==> config.mk <==
export PLATFORM = sky130hd
export DESIGN_NAME = unm_uart
export DESIGN_NICKNAME = d
export VERILOG_FILES = /design/src/design/unm_pkg.sv /design/src/design/unm_sync.sv /design/src/design/unm_fifo.sv /design/src/design/unm_uart.sv
export SDC_FILE = /design/constraint.sdc
export NUM_CORES = 1
export LEC_CHECK = 0
export ABC_AREA = 1
export BUFFER_PORTS_ARGS = -buffer_cell sky130_fd_sc_hd__clkbuf_2
export CAP_MARGIN = 5
export CORE_ASPECT_RATIO = 1.1
export CORE_MARGIN = 8
export CORE_UTILIZATION = 55
export DETAILED_ROUTE_END_ITERATION = 8
export PLACE_DENSITY = 0.75
export SETUP_SLACK_MARGIN = 0.15
export SLEW_MARGIN = 5
export SYNTH_ARGS = -nofsm -noshare
export SYNTH_HDL_FRONTEND = slang
export SYNTH_SLANG_ARGS = --single-unit
==> constraint.sdc <==
create_clock -name clk_i -period 5.5 [get_ports clk_i]
set_input_delay 0.275 -clock clk_i [delete_from_list [all_inputs] [get_ports clk_i]]
set_output_delay 0.275 -clock clk_i [all_outputs]
set_load 0.05 [all_outputs]
==> src/design/unm_pkg.sv <==
// Shared constants for the nine-bit multiprocessor serial port
package unm_pkg;
  // Special function register addresses
  localparam logic [7:0] CTRL_ADDR  = 8'h98;
  localparam logic [7:0] DATA_ADDR  = 8'h99;
  // Control register reset image: only the unused bit reads high
  localparam logic [7:0] CTRL_RESET = 8'h40;
  localparam logic [7:0] DATA_RESET = 8'h00;
  localparam logic [7:0] READ_NONE  = 8'h00;
  // Control register field positions
  localparam int MODE_BIT   = 7;
  localparam int UNUSED_BIT = 6;
  localparam int MCE_BIT    = 5;
  localparam int REN_BIT    = 4;
  localparam int TB8_BIT    = 3;
  localparam int RB8_BIT    = 2;
  localparam int TI_BIT     = 1;
  localparam int RI_BIT     = 0;
  // Character layout
  localparam int          DATA_BITS = 8;
  localparam logic [2:0]  LAST_BIT  = 3'h7;
  localparam logic        LINE_IDLE = 1'b1;
  // Serial engine states
  typedef enum logic [2:0] {
    TX_IDLE, TX_START, TX_DATA, TX_NINE, TX_STOP
  } unm_tx_e;
  typedef enum logic [2:0] {
    RX_IDLE, RX_START, RX_DATA, RX_NINE, RX_STOP
  } unm_rx_e;
endpackage

==> src/design/unm_sync.sv <==
`timescale 1ns/1ps
`default_nettype none
// Three-stage synchroniser; the level moves only when stages two and
// three agree, which also rejects a single-cycle glitch on the pin.
module unm_sync (
  input  wire logic clk_i,
  input  wire logic reset_i,
  input  wire logic pin_i,
  output logic      level_o
);
  typedef struct packed {
    logic s1;
    logic s2;
    logic s3;
    logic lvl;
  } unm_sync_s;

  unm_sync_s s_r;
  unm_sync_s s_nxt;

  // Stage one feeds stage two only
  always_comb begin
    s_nxt     = s_r;
    s_nxt.s1  = pin_i;
    s_nxt.s2  = s_r.s1;
    s_nxt.s3  = s_r.s2;
    if (s_r.s2 == s_r.s3) begin
      s_nxt.lvl = s_r.s3;
    end
  end

  // Idle line is high, so reset to high
  always_ff @(posedge clk_i or posedge reset_i) begin
    if (reset_i) begin
      s_r <= '{s1: 1'b1, s2: 1'b1, s3: 1'b1, lvl: 1'b1};
    end else begin
      s_r <= s_nxt;
    end
  end

  assign level_o = s_r.lvl;
endmodule // unm_sync
`default_nettype wire

==> src/design/unm_fifo.sv <==
`timescale 1ns/1ps
`default_nettype none
// Small flip-flop buffer with valid/ready on both sides
module unm_fifo #(
  parameter int WIDTH = 8,
  parameter int DEPTH = 2
) (
  input  wire logic             clk_i,
  input  wire logic             reset_i,
  input  wire logic             in_valid_i,
  input  wire logic [WIDTH-1:0] in_data_i,
  output logic                  in_ready_o,
  output logic                  out_valid_o,
  output logic [WIDTH-1:0]      out_data_o,
  input  wire logic             out_ready_i
);
  localparam int AW = (DEPTH > 1) ? $clog2(DEPTH) : 1;

  // Pointers wrap naturally, so depth must be a power of two
  if (DEPTH < 2 || (DEPTH & (DEPTH - 1)) != 0 || WIDTH < 1) begin : g_bad_cfg
    $error("unm_fifo: DEPTH must be a power of two >= 2");
  end

  typedef struct packed {
    logic [DEPTH-1:0][WIDTH-1:0] mem;
    logic [AW-1:0]               wp;
    logic [AW-1:0]               rp;
    logic [AW:0]                 cnt;
    logic                        rdy;
  } unm_fifo_s;

  unm_fifo_s s_r;
  unm_fifo_s s_nxt;
  logic      push;
  logic      pop;

  // Ready is kept as a flop so the port does not ripple
  always_comb begin
    s_nxt = s_r;
    push  = in_valid_i && s_r.rdy;
    pop   = out_ready_i && (s_r.cnt != '0);
    if (push) begin
      s_nxt.mem[s_r.wp] = in_data_i;
      s_nxt.wp          = s_r.wp + 1'b1;
    end
    if (pop) begin
      s_nxt.rp = s_r.rp + 1'b1;
    end
    s_nxt.cnt = s_r.cnt + {{AW{1'b0}}, push} - {{AW{1'b0}}, pop};
    s_nxt.rdy = (s_nxt.cnt != (AW+1)'(DEPTH));
  end

  always_ff @(posedge clk_i or posedge reset_i) begin
    if (reset_i) begin
      s_r     <= '0;
      s_r.rdy <= 1'b1;
    end else begin
      s_r <= s_nxt;
    end
  end

  assign in_ready_o  = s_r.rdy;
  assign out_valid_o = (s_r.cnt != '0);
  assign out_data_o  = s_r.mem[s_r.rp];
endmodule // unm_fifo
`default_nettype wire

==> src/design/unm_uart.sv <==
`timescale 1ns/1ps
`default_nettype none
module unm_uart #(
  parameter int TX_DEPTH = 2
) (
  input  wire logic       clk_i,
  input  wire logic       reset_i,
  input  wire logic [7:0] sfr_addr_i,
  input  wire logic       sfr_wr_i,
  input  wire logic [7:0] sfr_wdata_i,
  input  wire logic       sfr_bit_wr_i,
  input  wire logic [2:0] sfr_bit_sel_i,
  input  wire logic       sfr_bit_val_i,
  output logic [7:0]      sfr_rdata_o,
  input  wire logic       tx_tick_i,
  input  wire logic       rx_tick_i,
  output logic            rx_timer_reload_o,
  input  wire logic       irq_enable_i,
  output logic            irq_o,
  output logic            tx_buf_ready_o,
  input  wire logic       rxd_i,
  output logic            txd_o
);
  typedef struct packed {
    logic              mode;
    logic              mce;
    logic              ren;
    logic              tb8;
    logic              rb8;
    logic              ti;
    logic              ri;
    logic [7:0]        rxbuf;
    unm_pkg::unm_tx_e  tx_st;
    logic              tx_div;
    logic [7:0]        tx_sh;
    logic [2:0]        tx_cnt;
    logic              txd;
    unm_pkg::unm_rx_e  rx_st;
    logic              rx_half;
    logic [7:0]        rx_sh;
    logic [2:0]        rx_cnt;
    logic              rx_nine;
    logic              rx_prev;
    logic              reload;
    logic              irq;
    logic [7:0]        rdata;
  } unm_uart_s;

  unm_uart_s  s_r;
  unm_uart_s  s_nxt;
  logic       rxd;
  logic       fifo_valid;
  logic [7:0] fifo_data;
  logic       fifo_pop;
  logic       data_wr;
  logic       tx_bd;
  logic       rx_bd;
  logic       start_det;
  logic       ti_set;
  logic       ri_set;
  logic       rx_load;
  logic       stop_ok;
  logic       ctrl_wr;
  logic [7:0] wimg;

  // Control register image as software sees it
  function automatic logic [7:0] ctrl_image(input unm_uart_s s);
    logic [7:0] v;
    v                      = 8'h00;
    v[unm_pkg::MODE_BIT]   = s.mode;
    v[unm_pkg::UNUSED_BIT] = 1'b1;
    v[unm_pkg::MCE_BIT]    = s.mce;
    v[unm_pkg::REN_BIT]    = s.ren;
    v[unm_pkg::TB8_BIT]    = s.tb8;
    v[unm_pkg::RB8_BIT]    = s.rb8;
    v[unm_pkg::TI_BIT]     = s.ti;
    v[unm_pkg::RI_BIT]     = s.ri;
    return v;
  endfunction
  unm_sync u_sync (
    .clk_i   (clk_i),
    .reset_i (reset_i),
    .pin_i   (rxd_i),
    .level_o (rxd)
  );
  // Written bytes queue here so a busy shifter does not lose them
  unm_fifo #(.WIDTH(unm_pkg::DATA_BITS), .DEPTH(TX_DEPTH)) u_fifo (
    .clk_i       (clk_i),
    .reset_i     (reset_i),
    .in_valid_i  (data_wr),
    .in_data_i   (sfr_wdata_i),
    .in_ready_o  (tx_buf_ready_o),
    .out_valid_o (fifo_valid),
    .out_data_o  (fifo_data),
    .out_ready_i (fifo_pop)
  );

  assign data_wr = sfr_wr_i && (sfr_addr_i == unm_pkg::DATA_ADDR);
  // Whole-byte or single-bit write image for the control register
  always_comb begin
    ctrl_wr = (sfr_wr_i || sfr_bit_wr_i) &&
              (sfr_addr_i == unm_pkg::CTRL_ADDR);
    wimg    = ctrl_image(s_r);
    if (sfr_wr_i) begin
      wimg = sfr_wdata_i;
    end else begin
      wimg[sfr_bit_sel_i] = sfr_bit_val_i;
    end
  end

  // Entire next-state: transmitter, receiver and register file
  always_comb begin
    s_nxt        = s_r;
    s_nxt.reload = 1'b0;
    fifo_pop     = 1'b0;
    ti_set       = 1'b0;
    ri_set       = 1'b0;
    rx_load      = 1'b0;
    stop_ok      = 1'b0;
    // Overflow over two gives one bit time
    tx_bd = tx_tick_i && s_r.tx_div;
    if (tx_tick_i) begin
      s_nxt.tx_div = ~s_r.tx_div;
    end
    unique case (s_r.tx_st)
      unm_pkg::TX_IDLE: if (tx_bd && fifo_valid) begin
        fifo_pop    = 1'b1;
        s_nxt.tx_sh = fifo_data;
        s_nxt.txd   = 1'b0;
        s_nxt.tx_st = unm_pkg::TX_START;
      end
      unm_pkg::TX_START: if (tx_bd) begin
        s_nxt.txd    = s_r.tx_sh[0];
        s_nxt.tx_cnt = 3'h0;
        s_nxt.tx_st  = unm_pkg::TX_DATA;
      end
      unm_pkg::TX_DATA: if (tx_bd) begin
        if (s_r.tx_cnt == unm_pkg::LAST_BIT) begin
          if (s_r.mode) begin
            s_nxt.txd   = s_r.tb8;
            s_nxt.tx_st = unm_pkg::TX_NINE;
          end else begin
            s_nxt.txd   = unm_pkg::LINE_IDLE;
            s_nxt.tx_st = unm_pkg::TX_STOP;
            ti_set      = 1'b1;
          end
        end else begin
          s_nxt.tx_sh  = {1'b0, s_r.tx_sh[7:1]};
          s_nxt.txd    = s_r.tx_sh[1];
          s_nxt.tx_cnt = s_r.tx_cnt + 3'h1;
        end
      end
      unm_pkg::TX_NINE: if (tx_bd) begin
        s_nxt.txd   = unm_pkg::LINE_IDLE;
        s_nxt.tx_st = unm_pkg::TX_STOP;
        ti_set      = 1'b1;
      end
      unm_pkg::TX_STOP: if (tx_bd) begin
        s_nxt.tx_st = unm_pkg::TX_IDLE;
      end
      default: s_nxt.tx_st = unm_pkg::TX_IDLE;
    endcase

    // Receiver: reload at the start edge puts later ticks mid-bit
    s_nxt.rx_prev = rxd;
    start_det = s_r.ren && (s_r.rx_st == unm_pkg::RX_IDLE) &&
                s_r.rx_prev && !rxd;
    rx_bd = rx_tick_i && s_r.rx_half;
    if (rx_tick_i) begin
      s_nxt.rx_half = ~s_r.rx_half;
    end
    if (!s_r.ren) begin
      s_nxt.rx_st = unm_pkg::RX_IDLE;
    end else begin
      unique case (s_r.rx_st)
        unm_pkg::RX_IDLE: if (start_det) begin
          s_nxt.reload  = 1'b1;
          s_nxt.rx_half = 1'b1;
          s_nxt.rx_st   = unm_pkg::RX_START;
        end
        unm_pkg::RX_START: if (rx_bd) begin
          // A start that is high again at mid-bit was noise
          s_nxt.rx_st  = rxd ? unm_pkg::RX_IDLE : unm_pkg::RX_DATA;
          s_nxt.rx_cnt = 3'h0;
        end
        unm_pkg::RX_DATA: if (rx_bd) begin
          s_nxt.rx_sh  = {rxd, s_r.rx_sh[7:1]};
          s_nxt.rx_cnt = s_r.rx_cnt + 3'h1;
          if (s_r.rx_cnt == unm_pkg::LAST_BIT) begin
            s_nxt.rx_st = s_r.mode ? unm_pkg::RX_NINE : unm_pkg::RX_STOP;
          end
        end
        unm_pkg::RX_NINE: if (rx_bd) begin
          s_nxt.rx_nine = rxd;
          s_nxt.rx_st   = unm_pkg::RX_STOP;
        end
        unm_pkg::RX_STOP: if (rx_bd) begin
          s_nxt.rx_st = unm_pkg::RX_IDLE;
          stop_ok = s_r.mode ? (!s_r.mce || s_r.rx_nine)
                             : (!s_r.mce || rxd);
          rx_load = !s_r.ri && stop_ok;
        end
        default: s_nxt.rx_st = unm_pkg::RX_IDLE;
      endcase
    end

    // Software writes first, hardware events override them
    if (ctrl_wr) begin
      s_nxt.mode = wimg[unm_pkg::MODE_BIT];
      s_nxt.mce  = wimg[unm_pkg::MCE_BIT];
      s_nxt.ren  = wimg[unm_pkg::REN_BIT];
      s_nxt.tb8  = wimg[unm_pkg::TB8_BIT];
      s_nxt.rb8  = wimg[unm_pkg::RB8_BIT];
      s_nxt.ti   = wimg[unm_pkg::TI_BIT];
      s_nxt.ri   = wimg[unm_pkg::RI_BIT];
    end
    if (rx_load) begin
      s_nxt.rxbuf = s_r.rx_sh;
      s_nxt.rb8   = s_r.mode ? s_r.rx_nine : rxd;
      ri_set      = 1'b1;
    end
    s_nxt.ti  = s_nxt.ti | ti_set;
    s_nxt.ri  = s_nxt.ri | ri_set;
    s_nxt.irq = irq_enable_i && (s_r.ti || s_r.ri);

    // Read data is registered: one cycle after the address
    if (sfr_addr_i == unm_pkg::CTRL_ADDR) begin
      s_nxt.rdata = ctrl_image(s_r);
    end else if (sfr_addr_i == unm_pkg::DATA_ADDR) begin
      s_nxt.rdata = s_r.rxbuf;
    end else begin
      s_nxt.rdata = unm_pkg::READ_NONE;
    end
  end

  always_ff @(posedge clk_i or posedge reset_i) begin
    if (reset_i) begin
      s_r         <= '0;
      s_r.tx_st   <= unm_pkg::TX_IDLE;
      s_r.rx_st   <= unm_pkg::RX_IDLE;
      s_r.txd     <= unm_pkg::LINE_IDLE;
      s_r.rx_prev <= unm_pkg::LINE_IDLE;
      s_r.rxbuf   <= unm_pkg::DATA_RESET;
      s_r.rdata   <= unm_pkg::READ_NONE;
    end else begin
      s_r <= s_nxt;
    end
  end

  assign sfr_rdata_o       = s_r.rdata;
  assign txd_o             = s_r.txd;
  assign irq_o             = s_r.irq;
  assign rx_timer_reload_o = s_r.reload;

  property p_bit6_reads_one;
    @(posedge clk_i) disable iff (reset_i)
    sfr_addr_i == unm_pkg::CTRL_ADDR |=> sfr_rdata_o[unm_pkg::UNUSED_BIT];
  endproperty
  a_bit6_reads_one: assert property (p_bit6_reads_one)
    else $error("control bit six did not read one");
  property p_start_low;
    @(posedge clk_i) disable iff (reset_i)
    s_r.tx_st == unm_pkg::TX_START |-> !txd_o;
  endproperty
  a_start_low: assert property (p_start_low)
    else $error("start bit not low");
  property p_ninth_is_tb8;
    @(posedge clk_i) disable iff (reset_i)
    $rose(s_r.tx_st == unm_pkg::TX_NINE) |-> txd_o == $past(s_r.tb8);
  endproperty
  a_ninth_is_tb8: assert property (p_ninth_is_tb8)
    else $error("ninth bit differs from control field");
  property p_ti_at_stop;
    @(posedge clk_i) disable iff (reset_i)
    $rose(s_r.tx_st == unm_pkg::TX_STOP) |-> s_r.ti && txd_o;
  endproperty
  a_ti_at_stop: assert property (p_ti_at_stop)
    else $error("transmit flag not set at stop bit");
  property p_eight_skips_ninth;
    @(posedge clk_i) disable iff (reset_i)
    !s_r.mode && !ctrl_wr |=> s_r.tx_st != unm_pkg::TX_NINE;
  endproperty
  a_eight_skips_ninth: assert property (p_eight_skips_ninth)
    else $error("ninth bit sent in eight-bit mode");
  property p_ri_sticky;
    @(posedge clk_i) disable iff (reset_i)
    s_r.ri && !ctrl_wr |=> s_r.ri;
  endproperty
  a_ri_sticky: assert property (p_ri_sticky)
    else $error("receive flag cleared without a write");
  property p_ren_off_idle;
    @(posedge clk_i) disable iff (reset_i)
    !s_r.ren |=> s_r.rx_st == unm_pkg::RX_IDLE;
  endproperty
  a_ren_off_idle: assert property (p_ren_off_idle)
    else $error("receiver active while disabled");
  property p_irq;
    @(posedge clk_i) disable iff (reset_i)
    irq_enable_i && (s_r.ti || s_r.ri) |=> irq_o;
  endproperty
  a_irq: assert property (p_irq)
    else $error("interrupt request missing");
  property p_reload;
    @(posedge clk_i) disable iff (reset_i)
    start_det |=> rx_timer_reload_o ##1 !rx_timer_reload_o;
  endproperty
  a_reload: assert property (p_reload)
    else $error("receive timer reload not one pulse");
  property p_blocked_load;
    @(posedge clk_i) disable iff (reset_i)
    s_r.ri && s_r.rx_st == unm_pkg::RX_STOP && rx_bd |=> $stable(s_r.rxbuf);
  endproperty
  a_blocked_load: assert property (p_blocked_load)
    else $error("receive buffer overwritten while flag set");
endmodule // unm_uart
`default_nettype wire

* After elaboration in Yosys (flattened, before gate mapping)
Cells that the tools add are included.
** Operators by class
- Multiplexer cells :: 65
- Eq/ne operators :: 29
- Magnitude comparators :: 5
- Bitwise operators :: 4
- Reductions and logical operators :: 37
- $add $sub $neg :: 6
** Operators with widths (number)
- $mux W8 :: 8
- $mux W3 :: 14
- $pmux W3 S5 :: 2
- $mux W1 :: 25
- $mux W11 :: 2
- $ne A2 B2 Y1 const B :: 10
- $ne A3 B3 Y1 const B :: 6
- $bwmux W16 :: 1
- $eq A8 B8 Y1 const B :: 2
- $pmux W8 S2 :: 1
- $logic_and A1 B1 Y1 :: 14
- $mux W13 :: 1
- $eq A3 B2 Y1 const B :: 4
- $eq A3 B3 Y1 const B :: 4
- $mux W12 :: 1
- $pmux W3 S2 :: 2
- $reduce_and A4 Y1 :: 3
- $reduce_and A6 Y1 :: 2
- $reduce_bool A2 Y1 :: 5
- $bwmux W8 :: 1
- $demux W8 S1 :: 1
- $mux W4 :: 2
- $add A3 B1 Y3 const B :: 2
- $eq A3 B1 Y1 const B :: 2
- 20 further kinds :: 31
** Word-level totals
- Bits in registers :: 83
- Output and inout port bits :: 12
- Word-level logic and storage cells :: 178
- Bits of input ports :: 28

* Logic depth before layout (Yosys ltp)
Gate-level depths: netlist of run 1.
- Depth after elaboration :: 9
- Depth in mapped cells :: 10
- Mapped depth without buffers :: 9

* Hierarchy
From an unflattened synthesis of run 1, not the netlist that was laid out.
** Unflattened totals
- Cell total of the unflattened synthesis :: 505
- Area total of the unflattened synthesis :: 4127.7 um^2
** Modules (own cells, without submodules)
- unm_uart :: times used 1, cells an instance 376, area each 2982.9 um^2, sequential area each 1453.9 um^2
- unm_fifo :: times used 1, cells an instance 120, area each 1019.7 um^2, sequential area each 526.8 um^2
- unm_sync :: times used 1, cells an instance 9, area each 125.1 um^2, sequential area each 105.1 um^2

* Least setup slack after synthesis of run 1
OpenSTA, ideal clock, no wires.
- Path kind :: flip-flop to flip-flop
- From :: register u_fifo.s_r (netlist bit u_fifo.in_ready_o)
- To :: register u_fifo.s_r (netlist bit u_fifo.in_ready_o)
- Library setup time :: 83 ps
- Stages on the path, launching flop included :: 9
- Arrival :: 1487 ps
- Buffers on the path :: 1
- Clock period less this slack :: 1570 ps
- Path slack :: 3930 ps
- Required time :: 5417 ps
- Cell sequence :: dfstp_2 > nand2_1 > inv_1 > nand2_2 > inv_2 > buf_2 > ha_1 > xnor2_1 > nand2_1
** RTL lines
- from (decl) :: line unm_fifo.sv:32 : unm_fifo_s s_r;
- from (signal assigned) :: line unm_fifo.sv:58 : s_r <= s_nxt;

==> impl_results.md, run 1 <==
* CP startpoint kind: register
* Worst-Skew Late Latency at around 340 ps
* Achievable frequency at about 0.58 GHz
* Fin nets at 540
* Worst setup margin at 3770 ps
* DIE AREA at ~10000 µm²
* Die height at 105 µm
* Crit. End Element: register
* GRT overflow at 0
* Vias in the first global route at around 3.2k
* Placed Area at 4140 µm²
* Ys async rst share at 1.00
* Ys flop type: dfrtp_1
* Cts hold-fix bufs at 1
* Clock-pin transition on the worst setup and hold timing paths at 80 ps
* Seq/Total Area, Yosys at 0.529
* Post-DP HPWL at about 5.8 mm
* Crit-path max FO at 6
* TNS Setup at 0 ps
* Syn Nets at 505
* Setup Skew at about 10 ps
* IO Port Bufs at 39
* Pwr Density at 402 nW/µm²
* Clock Path Buffers at 2
* Tot GR Track Use at 0.164
* Worst-path cell chain: nor2_2 > nand2_4 > nor2_1 > ha_1 > inv_1 > ha_1 > xnor2_1 > nand2_1
* Crit-path max cell delay at between 400 and 500 ps
* Pre-CTS setup slack at between 3000 and 4000 ps
* Worst-Margin Slew at 1000 ps
* PostCTS Resize Cnt at 0
* Post-Syn Area at between 3000 and 4000 µm²
* H-tree depth at 3
* Maximum vdd drop at roughly 290 µV
* Crit share post-route at 0.314
* #FFs+latches synth at 83
* Fill count at just under 600
* Layout cells sized above 1 at 0.175
* Iter 0 DRT Violations at 139
* Initial antenna violation count at 0
* Status: finished, final reports clean
* Root cell of the clock tree: clkbuf_8
* Rel. slew slack at 0.331
* Slew Limit Fails at 0
* Area of the multi-input gates at 1550 µm²
* Yosys warns at 0
* WL per Instance at roughly 13 µm
* Num ports at 40
* CP max-delay cell: dfrtp_1
* Pre-Repair DR Iteration Count at 4
* Post-Layout Inst Area at 4340 µm²
* Worst hold slack at roughly 140 ps
* Post-synthesis cell type count at 39
* Most frequent cells in the layout: nand2_1, dfrtp_1, inv_1, clkbuf_2, nand3_1
* Total number of vias at 3063
* WL final at approximately 7.8 mm
* Die X at 96.7 µm
* Reg area at about 2100 µm²
* CTS tree: yes
* RSZ-0062 raised after global routing: no
* Rows at 32
* LEAKAGE at between 2 and 2.5 nW
* Max-cap viol count at 0
* Area Growth Syn to Fin at 10.1%
* Req. time, crit path at 5770 ps
* Final min period at ~1700 ps
* Syn Inst Count at between 400 and 500
* RePlAce Congestion at between 0.8 and 0.9
* Total power draw at approximately 0.0017 W
* Commonest non-fill, non-tap cell in the layout: nand2_1
* First-pass GRT wire length at 14.0 mm
* DR DRC count at 0
* Final hold violation count at 0
* ANT nets after route at 0
* Starting Density at 0.566
* Clock sinks at 83
* Vias per Instance at slightly above 5
* Syn Area/Cell at around 8.4 µm²
* Pin count of the biggest net entering global routing at between 80 and 90
* Crit Path Class: register to register
* Setup repair bufs after CTS at 0
* Core Area at around 7000 µm²
* CTS Buf Count at 9
* Data arrival, critical path at 2000 ps
* Ant diodes at 0
* Post-synth EDFFs at 0
* Most frequent CP cell: ha_1
* Hold Crit Class: input port to register
* Final Setup Violations at 0
## cell type report
cell class,count,share of cell area
clock buffer,14,0.0352
tap,85,0.0245
inverter,53,0.0461
sequential,83,0.480
timing repair buffer,41,0.0490
clock inverter,2,0.00807
multi-input combinational,317,0.357
## cells by family after synthesis
| logic type | synth area share |
|---|---|
| AOI/OAI and AO/OA | 0.118 |
| buffers and inverters | 0.0781 |
| adders and majority gates | 0.0248 |
| and+or+nand+nor | 0.243 |
| xor gates and xnor gates | 0.00667 |
| DFF | 0.529 |
## synthesized netlist by cell type (3+ instances only)
master	number	area (µm²)
dfrtp_1	76	1900
a31oi_1	8	50.1
nor2_2	3	18.8
a21oi_1	11	55.1
nand2_2	7	43.8
o21a_1	3	22.5
nor2_1	23	86.3
inv_2	11	41.3
o211ai_1	3	22.5
ha_1	7	87.6
nand3_1	36	180
o21ai_1	29	145
inv_1	41	154
dfstp_2	7	184
nand2_1	148	556
buf_4	8	60.1
buf_2	6	30.0
o21ai_0	16	80.1
## path summary, 6_finish.rpt
kind                                                 from                           to  slack [ps]  cells past startpoint
min in group asynchronous                         reset_i          s_r[37]$_DFFE_PP0P_         210                      3
worst max register to register        s_r[40]$_DFFE_PP0P_  u_fifo.in_ready_o$_DFF_PP1_        3770                      8
worst min register to register  u_sync.s_nxt[2]$_DFF_PP1_    u_sync.s_nxt[1]$_DFF_PP1_         360                      0
max in group asynchronous                         reset_i          s_r[12]$_DFFE_PP0P_        4630                      3
worst min-delay path                         irq_enable_i              irq_o$_DFF_PP0_         140                      2
worst max-delay path                  s_r[40]$_DFFE_PP0P_  u_fifo.in_ready_o$_DFF_PP1_        3770                      8
## registers in the layout (all words and copies together) (netlist names)
| register | flops |
|---|---|
| irq_o | 1 |
| rx_timer_reload_o | 1 |
| s_r | 47 |
| sfr_rdata_o | 8 |
| txd_o | 1 |
| u_fifo.in_ready_o | 1 |
| u_fifo.s_r | 20 |
| u_sync.level_o | 1 |
| u_sync.s_nxt | 2 |
| u_sync.s_r | 1 |
## power by group
part           total (W)  internal (W)  leakage (nW)  switching [W]
Clock           0.000431      0.000223        0.0947       0.000208
Combinational   0.000514      0.000171          1.06       0.000342
Sequential      0.000801      0.000717          1.08      0.0000839
Total            0.00175       0.00111          2.23       0.000634
## layer usage
| layer | GRT usage | routed length (µm) |
|---|---|---|
| met4 | 0.0495 | 76 |
| met2 | 0.301 | 4070 |
| met3 | 0.0389 | 270 |
| met1 | 0.181 | 3420 |
| met5 | 0 | 0 |
## critical path: cells and delay by family (launching register included)
kind	cells	cell delay, ps
adder cells (fa/ha/maj)	2	420
buffers and inverters	1	70
flip-flops	1	480
AND/OR/NAND/NOR	4	540
XOR/XNOR	1	140
## metrics by stage
stage                     instances   util
final                           595  0.623
after global routing            595  0.623
after CTS                       595  0.623
after detailed placement        578  0.595
after global placement          578  0.595
after floorplan                 470      -
Power figures use the tool's default switching activity.
==> run 2, diff against run 1 <==
--- a/config.mk
+++ b/config.mk
@@ -10,9 +10,9 @@
 export CAP_MARGIN = 5
 export CORE_ASPECT_RATIO = 1.1
 export CORE_MARGIN = 8
-export CORE_UTILIZATION = 55
+export CORE_UTILIZATION = 53
 export DETAILED_ROUTE_END_ITERATION = 8
-export PLACE_DENSITY = 0.75
+export PLACE_DENSITY = 0.76
 export SETUP_SLACK_MARGIN = 0.15
 export SLEW_MARGIN = 5
 export SYNTH_ARGS = -nofsm -noshare
==> constraint.sdc (replaced) <==
create_clock -name clk_i -period 1.4 [get_ports clk_i]
set_input_delay 0.07 -clock clk_i [delete_from_list [all_inputs] [get_ports clk_i]]
set_output_delay 0.07 -clock clk_i [all_outputs]
set_load 0.05 [all_outputs]
==> impl_results.md, run 2 (synthesis gave the netlist of run 1 again) <==
* Worst-Skew Late Latency at roughly 360 ps
* Pwr Density at approximately 1500 nW/µm²
* Hold Crit Class: input port to register
* Root cell of the clock tree: clkbuf_8
* Max-cap viol count at 0
* Clock sinks at 83
* Seq pwr share at 0.384
* LEAKAGE at approximately 2.6 nW
* Rel. slew slack at 0.702
* Iter 0 DRT Violations at roughly 190
* CTS Buf Count at 9
* Fill count at between 400 and 500
* RePlAce Congestion at approximately 0.92
* Final Setup Violations at 8
* Max reg flops at between 40 and 50
* GRT overflow at 0
* Area Growth Syn to Fin at 36.9%
* Initial antenna violation count at 0
* Die height at around 110 µm
* Psw at roughly 0.0031 W
* WL per Instance at 15.7 µm
* Crit. End Element: register
* Final hold violation count at 0
* Post-Layout Inst Area at approximately 5400 µm²
* Crit share post-route at 1.04
* Failing checks: setup timing
* Sw Ratio at 0.380
* WL final at between 10 and 15 mm
* Die X at between 90 and 100 µm
* Data arrival, critical path at approximately 1700 ps
* Commonest non-fill, non-tap cell in the layout: nand2_1
* Clock-pin transition on the worst setup and hold timing paths at about 80 ps
* Crit-path max FO at 8
* Vias in the first global route at between 3k and 4k
* Num ports at 40
* Tot GR Track Use at 0.188
* Layout cells sized above 1 at 0.413
* Ant diodes at 0
* Comb pwr share at 0.425
* Req. time, crit path at 1680 ps
* CP startpoint kind: register
* Core Area at 7350 µm²
* First-pass GRT wire length at approximately 16 mm
* Achievable frequency at about 0.68 GHz
* Status: finished with violations
* Placed Area at 4460 µm²
* Final min period at between 1000 and 1500 ps
* IO Port Bufs at 39
* Most frequent cells in the layout: nand2_1, dfrtp_1, clkbuf_2, inv_1, buf_4
* Power share of the clock group at 0.191
* ANT nets after route at 0
* Setup Skew at roughly 8.5 ps
* Fin nets at between 500 and 600
* Largest Register: s_r
* RSZ-0062 raised after global routing: yes
* Maximum vdd drop at ~800 µV
* DR DRC count at 0
* Rows at 33
* Pre-Repair DR Iteration Count at 5
* Vias per Instance at roughly 5.4
* Total power draw at roughly 0.0082 W
* Total number of vias at between 3k and 4k
* Worst-Margin Slew at 448 ps
* DIE AREA at 10500 µm²
* Internal at 0.00509 W
* Pin count of the biggest net entering global routing at 84
* H-tree depth at 3
* Clock Path Buffers at 2
* Post-DP HPWL at around 6.2 mm
* Worst setup margin at -60.1 ps
* Worst hold slack at ~20 ps
* CTS tree: yes
* Crit Path Class: register to register
* Slew Limit Fails at 0
* Starting Density at 0.536
run 2: worst paths after layout:
kind,startpoint,end,slack (ps),cells past startpoint
setup / recovery,s_r[42]$_DFFE_PP0P_,s_r[31]$_DFFE_PP0P_,-60,10
hold / removal,sfr_wdata_i[0],u_fifo.s_r[13]$_DFFE_PP0P_,20,3
setup reg to reg,s_r[42]$_DFFE_PP0P_,s_r[31]$_DFFE_PP0P_,-60,10
hold reg to reg,u_sync.s_nxt[2]$_DFF_PP1_,u_sync.s_nxt[1]$_DFF_PP1_,360,0
max in group asynchronous,reset_i,u_sync.s_nxt[2]$_DFF_PP1_,660,4
min in group asynchronous,reset_i,s_r[37]$_DFFE_PP0P_,350,4
run 2: final cells by class:
cell class	instances	area (µm²)	area share
Clock buffer	14	163	0.0301
Clock inverter	2	10.0	0.00185
Inverter	53	231	0.0429
Multi-Input combinational cell	319	2040	0.377
Sequential cell	83	2090	0.387
Tap cell	87	109	0.0202
Timing Repair Buffer	96	759	0.141
run 2: critical path, cell delays in order, from the launching register on:
cell and delay [ps]:
dfrtp_1 420, inv_2 90, nand2_4 90, buf_4 130, inv_2 40, nand2_2 70
nand2_4 70, a21oi_4 180, clkbuf_16 190, nand2_4 40, o21ai_2 50
run 2: per-stage QoR:
step	utilization	TNS, ps	std cells	setup WS [ps]
after floorplan	-	-60.8	470	-56.9
after global placement	0.607	0	607	11.9
after detailed placement	0.607	-146	607	-53.1
after CTS	0.681	-186	642	-42.0
after global routing	0.735	-1100	654	-111
final	0.735	-376	654	-60.1
run 2: power by group through the flow:
stage                     registers [W]  logic (W)  clock network [W]
after floorplan                 0.00321    0.00170                  0
after global placement          0.00313    0.00248                  0
after detailed placement        0.00315    0.00258                  0
after CTS                       0.00311    0.00297            0.00159
after global routing            0.00319    0.00383            0.00168
final                           0.00315    0.00349            0.00157
run 2: timing repair:
item	in CTS	in global routing
cloned	1	3
endpoints found under the setup margin	60	62
endpoints found under the hold margin	90	0
hold buffers	10	0
pin swaps	24	40
gates resized for setup	51	76
setup buffers	8	9
run 2: routing by layer:
| layer | routed length, µm | GRT usage |
|---|---|---|
| met1 | 4010 | 0.210 |
| met2 | 5470 | 0.337 |
| met3 | 469 | 0.0431 |
| met4 | 346 | 0.0801 |
| met5 | 0 | 0 |
==> run 3, diff against run 2 <==
--- a/config.mk
+++ b/config.mk
@@ -5,13 +5,13 @@
 export SDC_FILE = /design/constraint.sdc
 export NUM_CORES = 1
 export LEC_CHECK = 0
-export ABC_AREA = 1
 export BUFFER_PORTS_ARGS = -buffer_cell sky130_fd_sc_hd__clkbuf_2
 export CAP_MARGIN = 5
 export CORE_ASPECT_RATIO = 1.1
 export CORE_MARGIN = 8
 export CORE_UTILIZATION = 53
 export DETAILED_ROUTE_END_ITERATION = 8
+export HOLD_SLACK_MARGIN = 0.12
 export PLACE_DENSITY = 0.76
 export SETUP_SLACK_MARGIN = 0.15
 export SLEW_MARGIN = 5
==> impl_results.md, run 3 <==
* WL final at roughly 9 mm
* Die height at 106 µm
* RSZ-0062 raised after global routing: yes
* CP max-delay cell: dfrtp_1
* First-pass GRT wire length at 15.3 mm
* #FFs+latches synth at 83
* Crit. End Element: register
* Final min period at about 1800 ps
* Fin nets at roughly 480
* RePlAce Congestion at 0.816
* Failing checks: setup timing
* Worst-path cell chain: or2_4 > nor4_4 > ha_1 > inv_2 > ha_4 > xnor2_2 > xnor2_1 > nand2b_1
* Initial antenna violation count at 0
* Pre-CTS setup slack at -355 ps
* Cts hold-fix bufs at 15
* Syn Inst Count at 330
* Launching point of the worst reg2reg path: s_r[42]$_DFFE_PP0P_
* Psw at 0.00224 W
* R2R cell count at 8
* Ant diodes at 0
* Max reg flops at 47
* Seq/Total Area, Yosys at 0.535
* Final hold violation count at 0
* Req. time, crit path at about 1700 ps
* DIE AREA at slightly above 10000 µm²
* Final Core Density at 0.756
* Ys flop type: dfrtp_1
* Internal at about 0.0045 W
* Vias in the first global route at around 3.1k
* Final Setup Violations at between 40 and 50
* Critical path buffer and inverter count at 1
* LEAKAGE at around 2.6 nW
* Seq pwr share at 0.425
* Crit Path Class: register to register
* Power share of the clock group at 0.238
* Worst-Margin Slew at a little under 500 ps
* Root cell of the clock tree: clkbuf_8
* IO Port Bufs at 39
* Achievable frequency at between 0.5 and 0.6 GHz
* CTS tree: yes
* Die X at slightly below 100 µm
* CP startpoint kind: register
* Top post-synthesis cells by area: dfrtp_1, mux2_2, dfstp_2, o21ai_0, mux2i_1
* H-tree depth at 3
* Ys async rst share at 1.00
* Post-synth top area cell: dfrtp_1
* Fill count at around 460
* Pre-Repair DR Iteration Count at 4
* ANT nets after route at 0
* Area Growth Syn to Fin at 41.6%
* CTS Buf Count at 9
* Count leader, synth: dfrtp_1
* Most frequent cells in the layout: dfrtp_1, buf_4, mux2_4, clkbuf_2, nand2_1
* RR Endpoint: u_fifo.in_ready_o$_DFF_PP1_
* Crit-path max FO at 3
* Crit share post-route at 1.26
* Slew Limit Fails at 0
* Post-synth top area share at 0.487
* Maximum vdd drop at 652 µV
* Worst-Skew Late Latency at approximately 360 ps
* Post-Layout Inst Area at around 5500 µm²
* Sw Ratio at 0.331
* Placed Area at 4710 µm²
* Worst setup margin at -362 ps
* Largest Register: s_r
* Post-Syn Area at ~3900 µm²
* Iter 0 DRT Violations at 120
* WL per Instance at around 17 µm
* Layout cells sized above 1 at 0.519
* Crit-path max cell delay at just over 400 ps
* Status: finished with violations
* DR DRC count at 0
* Pwr Density at approximately 1200 nW/µm²
* Hold Crit Class: input port to register
* Tot GR Track Use at 0.186
* Data arrival, critical path at 2060 ps
* Post-DP HPWL at 6.23 mm
* Syn Area/Cell at 11.8 µm²
* Commonest non-fill, non-tap cell in the layout: dfrtp_1
* CP top delay family: simple AND/OR/NAND/NOR gates
* Worst hold path stage count at 3
* Rel. slew slack at 0.676
* Post-synth EDFFs at 0
* Clock sinks at 83
* Clock Path Buffers at 2
* Starting Density at 0.534
* Rows at 33
* Pin count of the biggest net entering global routing at 84
* R2R Setup Slk at -360 ps
* Yosys warns at 0
* Vias per Instance at approximately 5.5
* Max-cap viol count at 0
* Comb pwr share at 0.337
* Hold Crit Start: rx_tick_i
* Core Area at approximately 7300 µm²
* Post-synthesis cell type count at 55
* Hold EP: s_r[23]$_DFF_PP0_
* Clock-pin transition on the worst setup and hold timing paths at 90 ps
* Synth top cells by count: dfrtp_1, mux2_2, nand2_1
* Num ports at 40
* Total number of vias at 2962
* Setup Skew at ~11 ps
* Syn Nets at 365
* GRT overflow at 0
-- run 3: cell types whose count changed after synthesis, sizes merged, moves of 4 or more --
cell,change
mux2,+44
nor2,-19
a22o,+6
mux2i,+12
nand3,-31
nand2b,+8
o21ai,-20
nor2b,+5
clkbuf,+5
a31oi,-5
inv,-42
nor3b,+4
nand2,-125
-- run 3: tightest hold or removal path: stages --
cell	delay, ps
clkbuf_2	80
ha_2	140
nand2b_4	100
-- run 3: what timing repair did --
| item | CTS | global route |
|---|---|---|
| buffers inserted | 8 | 5 |
| endpoints found under the setup margin | 63 | 66 |
| endpoints found under the hold margin | 101 | 1 |
| resized for setup | 72 | 22 |
| gates cloned | 1 | 0 |
| pin swaps | 24 | 8 |
-- run 3: stage by stage --
step | hold WS, ps | power, W | TNS [ps] | cells
2_1_floorplan | 74.5 | 0.00399 | -7660 | 330
3_3_place_gp | 162 | 0.00461 | -9000 | 491
3_5_place_dp | 167 | 0.00470 | -10400 | 491
4_1_cts | 26.1 | 0.00664 | -7470 | 531
5_1_grt | 53.9 | 0.00714 | -10160 | 536
6_report | 58.5 | 0.00677 | -7750 | 536
-- run 3: logic make-up after synthesis --
group,count (synthesis),share of synthesized area
flip-flops,83,0.535
AO/OA/AOI/OAI,64,0.110
AND/OR/NAND/NOR,85,0.125
adder cells (fa/ha/maj),8,0.0250
buffers and inverters,29,0.0366
XOR/XNOR,5,0.0112
multiplexers,56,0.158
-- run 3: cell type report --
cell class	count	area, µm²	share of cell area
Sequential cell	83	2090	0.379
Timing Repair Buffer	122	982	0.178
Inverter	10	43.8	0.00793
Tap cell	87	109	0.0197
Clock inverter	6	46.3	0.00838
Multi-Input combinational cell	218	2110	0.382
Clock buffer	10	138	0.0249
-- run 3: power by group through the flow --
stage / Clock [W] / Combinational, W / Sequential [W]
3_3_place_gp: 0 / 0.00172 / 0.00289
6_report: 0.00161 / 0.00229 / 0.00288
2_1_floorplan: 0 / 0.00101 / 0.00298
4_1_cts: 0.00163 / 0.00213 / 0.00287
3_5_place_dp: 0 / 0.00180 / 0.00290
5_1_grt: 0.00176 / 0.00248 / 0.00290
-- run 3: how the worst max path moves through the flow --
| stage | from | end | slack (ps) | depth (start not counted) |
|---|---|---|---|---|
| finish | s_r[42]$_DFFE_PP0P_ | u_fifo.in_ready_o$_DFF_PP1_ | -360 | 8 |
| global route | s_r[42]$_DFFE_PP0P_ | u_fifo.in_ready_o$_DFF_PP1_ | -430 | 8 |
| CTS | s_r[42]$_DFFE_PP0P_ | u_fifo.in_ready_o$_DFF_PP1_ | -340 | 8 |
| detailed placement | s_r[39]$_DFFE_PP0P_ | u_fifo.in_ready_o$_DFF_PP1_ | -350 | 9 |
| global placement | s_r[39]$_DFFE_PP0P_ | u_fifo.in_ready_o$_DFF_PP1_ | -290 | 9 |
| floorplan | s_r[39]$_DFFE_PP0P_ | s_r[31]$_DFFE_PP0P_ | -360 | 4 |
-- run 3: per-layer routing --
layer,part of all wire,track usage
met5,0,0
met4,0.019,0.0691
met3,0.034,0.0529
met2,0.52,0.325
met1,0.43,0.212
